[src/rtl/qdsp_map.svh]
// constants of the quad converter serial input port
`ifndef QDSP_MAP_SVH
`define QDSP_MAP_SVH
`define QDSP_WORD_BITS 16
`define QDSP_CNT_W 5
`define QDSP_SCLK_MAX_KHZ 30000
`define QDSP_SYS_CLK_KHZ 10000
`endif

[src/rtl/qdsp_pkg.sv]
// types of the quad converter serial input port
package qdsp_pkg;
	typedef struct packed {
		logic sync_n;
		logic sclk;
		logic din;
	} qdsp_pins_s;
	typedef struct packed {
		logic [15:0] data;
		logic valid;
	} qdsp_word_s;
	typedef enum logic [1:0] {
		QDSP_IDLE,
		QDSP_SHIFT,
		QDSP_DONE
	} qdsp_state_e;
endpackage

[src/rtl/qdsp_serial_port.sv]
// serial input port: collects one 16-bit word per frame
`timescale 1ns/1ps
`include "qdsp_map.svh"

// Notes on behaviour
// [RULE1] the input shift register is exactly sixteen bits wide
// [RULE2] data is sampled on each falling serial clock edge within a frame
// [RULE3] host keeps serial clock at or below 30 MHz
// [RULE4] input buffers are powered down after every completed write
// [RULE5] frame select low opens a frame; next sixteen falling edges taken
// [RULE6] frame select high before sixteenth edge aborts and drops the word
// [RULE7] after sixteen bits, further edges ignored until frame reopens
module qdsp_serial_port (
	// clock and reset
	input wire logic sys_clk_i,
	input wire logic arst_n_i,
	// serial pins
	input wire qdsp_pkg::qdsp_pins_s pins_i,
	// received word
	output qdsp_pkg::qdsp_word_s word_o,
	output logic buf_en_o,
	output logic abort_o
);
	import qdsp_pkg::*;

	// ************************************************************
	// pin synchronisers
	// ************************************************************
	qdsp_pins_s meta_q;
	qdsp_pins_s sync_q;
	logic sclk_prev_q;
	logic sync_n_prev_q;

	always_ff @(posedge sys_clk_i or negedge arst_n_i) begin
		if (!arst_n_i) begin
			// clock history starts at the idle level: no false edge
			meta_q <= '{sync_n: 1'b1, sclk: 1'b1, din: 1'b0};
			sync_q <= '{sync_n: 1'b1, sclk: 1'b1, din: 1'b0};
			sclk_prev_q <= 1'b1;
			sync_n_prev_q <= 1'b1;
		end else begin
			meta_q <= pins_i;
			sync_q <= meta_q;
			sclk_prev_q <= sync_q.sclk;
			sync_n_prev_q <= sync_q.sync_n;
		end
	end

	logic sclk_fall;
	logic frame_open;
	logic frame_close;
	assign sclk_fall = sclk_prev_q & ~sync_q.sclk;
	assign frame_open = sync_n_prev_q & ~sync_q.sync_n;
	assign frame_close = ~sync_n_prev_q & sync_q.sync_n;

	// ************************************************************
	// helpers
	// ************************************************************
	// true when the count points at the last bit of a word
	function automatic logic is_last_bit(input logic [`QDSP_CNT_W-1:0] c);
		return c == 5'(`QDSP_WORD_BITS - 1);
	endfunction

	// ************************************************************
	// frame control and shifting
	// ************************************************************
	qdsp_state_e state_q;
	logic [`QDSP_WORD_BITS-1:0] shift_q;
	logic [`QDSP_CNT_W-1:0] cnt_q;

	always_ff @(posedge sys_clk_i or negedge arst_n_i) begin
		if (!arst_n_i) begin
			state_q <= QDSP_IDLE;
			shift_q <= '0;
			cnt_q <= '0;
		end else begin
			case (state_q)
				QDSP_IDLE: begin
					if (frame_open) begin // RULE5
						state_q <= QDSP_SHIFT;
						cnt_q <= '0;
					end
				end
				QDSP_SHIFT: begin
					if (frame_close) begin // RULE6
						state_q <= QDSP_IDLE;
					end else if (sclk_fall) begin // RULE2
						shift_q <= {shift_q[`QDSP_WORD_BITS-2:0],
							sync_q.din}; // RULE1
						cnt_q <= cnt_q + 5'h01;
						if (is_last_bit(cnt_q)) begin
							state_q <= QDSP_DONE; // RULE5
						end
					end
				end
				QDSP_DONE: begin
					if (frame_close) begin // RULE7
						state_q <= QDSP_IDLE;
					end
				end
				default: state_q <= QDSP_IDLE;
			endcase
		end
	end

	// ************************************************************
	// outputs
	// ************************************************************
	// a close seen with the last bit counts as a cut: abort wins
	logic done_now;
	assign done_now = (state_q == QDSP_SHIFT) && !frame_close && sclk_fall
		&& is_last_bit(cnt_q);

	// received word and its one-cycle strobe
	always_ff @(posedge sys_clk_i or negedge arst_n_i) begin
		if (!arst_n_i) begin
			word_o <= '0;
		end else begin
			word_o.valid <= done_now;
			if (done_now) begin
				word_o.data <= {shift_q[`QDSP_WORD_BITS-2:0], sync_q.din};
			end
		end
	end

	// one-cycle flag for a frame cut short
	always_ff @(posedge sys_clk_i or negedge arst_n_i) begin
		if (!arst_n_i) begin
			abort_o <= 1'b0;
		end else begin
			abort_o <= (state_q == QDSP_SHIFT) && frame_close; // RULE6
		end
	end

	// input buffers powered from frame open until done or close
	always_ff @(posedge sys_clk_i or negedge arst_n_i) begin
		if (!arst_n_i) begin
			buf_en_o <= 1'b0;
		end else if (frame_open && state_q == QDSP_IDLE) begin
			buf_en_o <= 1'b1; // RULE5
		end else if (done_now || frame_close) begin
			buf_en_o <= 1'b0; // RULE4
		end
	end
endmodule

[config.mk]
export PLATFORM = sky130hd
export DESIGN_NAME = qdsp_serial_port
export DESIGN_NICKNAME = d
export VERILOG_FILES = /design/src/rtl/qdsp_pkg.sv /design/src/rtl/qdsp_serial_port.sv
export VERILOG_INCLUDE_DIRS = /design/src /design/src/rtl
export SDC_FILE = /design/constraint.sdc
export NUM_CORES = 1
export LEC_CHECK = 0
export BUFFER_PORTS_ARGS = -buffer_cell sky130_fd_sc_hd__buf_2
export CORE_ASPECT_RATIO = 0.8
export CORE_UTILIZATION = 55
export CTS_BUF_LIST = sky130_fd_sc_hd__clkbuf_16
export DETAILED_ROUTE_END_ITERATION = 7
export GPL_ROUTABILITY_DRIVEN = 0
export PLACE_DENSITY_LB_ADDON = 0.2
export SYNTH_ARGS = -nofsm -noshare
export SYNTH_HDL_FRONTEND = slang
export SYNTH_SLANG_ARGS = --single-unit
export TNS_END_PERCENT = 10
[constraint.sdc]
create_clock -name sys_clk_i -period 6.06 [get_ports sys_clk_i]
set_clock_uncertainty 0.2 [all_clocks]
set_input_delay 0.909 -clock sys_clk_i [delete_from_list [all_inputs] [get_ports sys_clk_i]]
set_output_delay 0.909 -clock sys_clk_i [all_outputs]
set_load 0.01 [all_outputs]
==> flow_metrics.env <==
export IMPL_ys_types=27
export IMPL_setup_repair_after_global_routing_missed_its_margin="false"
export IMPL_post_synth_top_area_fraction_pct=57.3
export IMPL_grt_overflow_total=0
export IMPL_p_comb_share_pct=7.4
export IMPL_worstSetupEndpointType="flip-flop"
export IMPL_post_layout_total_power_mw=0.738
export IMPL_antenna_violations_before_repair=0
export IMPL_postSynth_asyncResetShare_pct=100
export IMPL_period_needed_ps=2480
export IMPL_finalCritPeriodShare_pct=41.0
export IMPL_vias_in_the_first_global_route=980
export IMPL_setup_total_negative_slack_ps=0
export IMPL_arrival_ps=2440
export IMPL_ant_nets=0
export IMPL_worstHoldPathType="flip-flop to flip-flop"
export IMPL_postSynthAreaPerCell_sq_um=15.7
export IMPL_grt_start_max_net_pins=50
export IMPL_cts_buffers_inserted=5
export IMPL_antenna_cells=0
export IMPL_synth_compound_gate_area_share_pct=2.13
export IMPL_clockRootBuffer="clkbuf_16"
export IMPL_io_pin_count=24
export IMPL_status="completed"
export IMPL_placement_setup_worst_slack_ps=3570
export IMPL_chipHeight_microns=54.3
export IMPL_post_dp_cell_area_sq_um=2010
export IMPL_synth_top_cell_by_area="dfrtp_1"
export IMPL_clock_tree_from_tritoncts="yes"
export IMPL_post_cts_resized=0
export IMPL_total_leakage_power_nw=1.14
export IMPL_drv_slew=0
export IMPL_cts_num_sinks=49
export IMPL_drv_cap=0
export IMPL_setup_viol=0
export IMPL_vias=1007
export IMPL_netSwitchingFraction_pct=21.4
export IMPL_ys_ff_latch=49
export IMPL_yosys_warnings=0
export IMPL_areal_power_density_over_the_cells_nw_per_um2=339
export IMPL_synth_top_cells_by_area="dfrtp_1, mux2_2, dfstp_2, ha_1, nand2b_1"
export IMPL_synthesis_area_sq_um=1880
export IMPL_post_drt_via_cell_ratio=5.39
export IMPL_fmaxAchievable_mhz=403
export IMPL_power_share_clock_pct=41.3
export IMPL_totalWireLength_microns=2840
export IMPL_synth_xor_area_share_pct=0
export IMPL_detail_route_first_pass_iterations=4
export IMPL_post_route_worst_setup_slack_ps=3580
export IMPL_synth_mux_area_fraction_pct=21.1
export IMPL_place_hpwl_microns=1870
export IMPL_cts_root_to_sink_buffers=2
export IMPL_timing_setup_critical_path_class="flip-flop to flip-flop"
export IMPL_grt_first_pass_wirelength_microns=4810
export IMPL_max_vdd_ir_drop_mv=0.187
export IMPL_post_route_cells_drive_above_1_share_pct=47.6
export IMPL_kind_of_launch_point_of_the_worst_setup_path="flip-flop"
export IMPL_std_cell_rows=18
export IMPL_synth_cells=120
export IMPL_power_frac_seq_pct=51.3
export IMPL_placeableCoreArea_sq_um=3180
export IMPL_width_of_the_die_microns=67.3
export IMPL_synthSimpleGateAreaFrac_pct=7.93
export IMPL_route_detailed_drc=0
export IMPL_drt_wirelength_per_cell_microns=15.2
export IMPL_timing_critical_path_fanout_max=18
export IMPL_grt_util_all_layers_pct=19.3
export IMPL_clk_insertion_delay_late_ps=280
export IMPL_final_hold_violating_endpoints=0
export IMPL_syn_nets=127
export IMPL_die_area_sq_um=3650
export IMPL_power_net_switching_mw=0.158
export IMPL_final_nets=153
export IMPL_drt_first_iter_violations=105
export IMPL_start_util_pct=59.1
export IMPL_ys_flop_type="dfrtp_1"
export IMPL_synth_sequential_area_ratio_pct=65.7
export IMPL_utilization_pct=68.6
export IMPL_hold_path_depth=0
export IMPL_cts_setup_buffers=0
export IMPL_timing_worst_slew_pin_value_ps=1020
export IMPL_area_delta_synth_final_pct=16.1
export IMPL_critical_path_required_ps=6020
export IMPL_maxSlewHeadroom_pct=31.7
export IMPL_worst_r2r_cell_count=6
export IMPL_postCtsHoldBufs=0
export IMPL_cts_htree_levels=2
export IMPL_numPortBuffers=23
export IMPL_postLayoutCellArea_sq_um=2180
export IMPL_post_synth_fa_ha_maj_area_fraction_pct=1.33
export IMPL_internal_power_mw=0.580
export IMPL_synth_edff_count=0
export IMPL_path_clk_slew_ps=60
export IMPL_dominant_combinational_cell_family_by_area_after_synthesis="multiplexers"
==> worst max-delay path, cell delays in order, from the launching register on <==
cell     delay (ps)
dfrtp_1         380
ha_1            180
and3_1          160
ha_1            130
and3b_1         190
and3_1          700
mux2_2          420
==> registers in the layout, indices dropped and copies added, names as in the netlist <==
register	flops
shift_q	15
sync_n_prev_q	1
abort_o	1
sclk_prev_q	1
sync_q	3
buf_en_o	1
meta_q	3
word_o	17
cnt_q	5
state_q	2
==> per-layer routing <==
| metal | share of wire (%) | track usage, % | vias up |
|---|---|---|---|
| li1 | - | - | 475 |
| met1 | 48 | 27.5 | 498 |
| met2 | 45 | 26.8 | 27 |
| met3 | 5.1 | 6.25 | 7 |
| met4 | 1.6 | 9.57 | 0 |
| met5 | 0 | 0 | - |
==> power by group through the flow <==
stage | clock network, mW | logic [mW] | registers [mW]
2_1_floorplan | 0 | 0.0398 | 0.379
3_3_place_gp | 0 | 0.0523 | 0.382
3_5_place_dp | 0 | 0.0556 | 0.385
4_1_cts | 0.313 | 0.0560 | 0.379
5_1_grt | 0.330 | 0.0616 | 0.383
6_report | 0.305 | 0.0544 | 0.379
==> cell usage after synthesis (all sizes together) (2+ instances only) <==
master and number:
nand4 2, and3 2, nand2 4, mux2 33, ha 2, dfstp 6, nor2 3, mux2i 2
nor2b 3, nand2b 4, buf 4, o21ai 2, dfrtp 43
==> worst paths after layout <==
check,end,start,slack [ps]
max,word_o[12]$_DFFE_PN0P_,cnt_q[0]$_DFFE_PN0P_,3580
min,sync_q[0]$_DFF_PN0_,meta_q[0]$_DFF_PN0_,150
max reg2reg,word_o[12]$_DFFE_PN0P_,cnt_q[0]$_DFFE_PN0P_,3580
min reg2reg,sync_q[0]$_DFF_PN0_,meta_q[0]$_DFF_PN0_,150
max in group asynchronous,cnt_q[0]$_DFFE_PN0P_,arst_n_i,4430
min in group asynchronous,state_q[0]$_DFFE_PN0P_,arst_n_i,600
==> cell families after synthesis <==
group | count (synthesis)
flip-flops | 49
multiplexers | 35
AND/OR/NAND/NOR | 24
AO/OA/AOI/OAI | 5
buffers and inverters | 5
adder cells (fa/ha/maj) | 2
==> cell usage in the layout (no fill, tap or decap), drive strengths merged, types with 3 or more instances in the layout <==
cell type and instances:
buf 23, nor2b 3, dfstp 6, mux2 33
nor2 3, nand2b 4, inv 3, dfrtp 43
clkbuf 5, nand2 4
==> through the flow <==
step / cells / hold slack (ps)
floorplan: 120 / 131
global placement: 179 / 136
detailed placement: 179 / 143
CTS: 187 / 158
global route: 187 / 160
finish: 187 / 155
==> cell type report <==
type                            instances  area (sq um)
Sequential cell                        49          1230
Fill cell                             222           996
Multi-Input combinational cell         66           609
Clock buffer                            5           125
Timing Repair Buffer                   23           115
Tap cell                               40          50.0
Clock inverter                          3          42.5
Inverter                                1          3.75
Note: power is estimated with default switching activity, not from simulation.
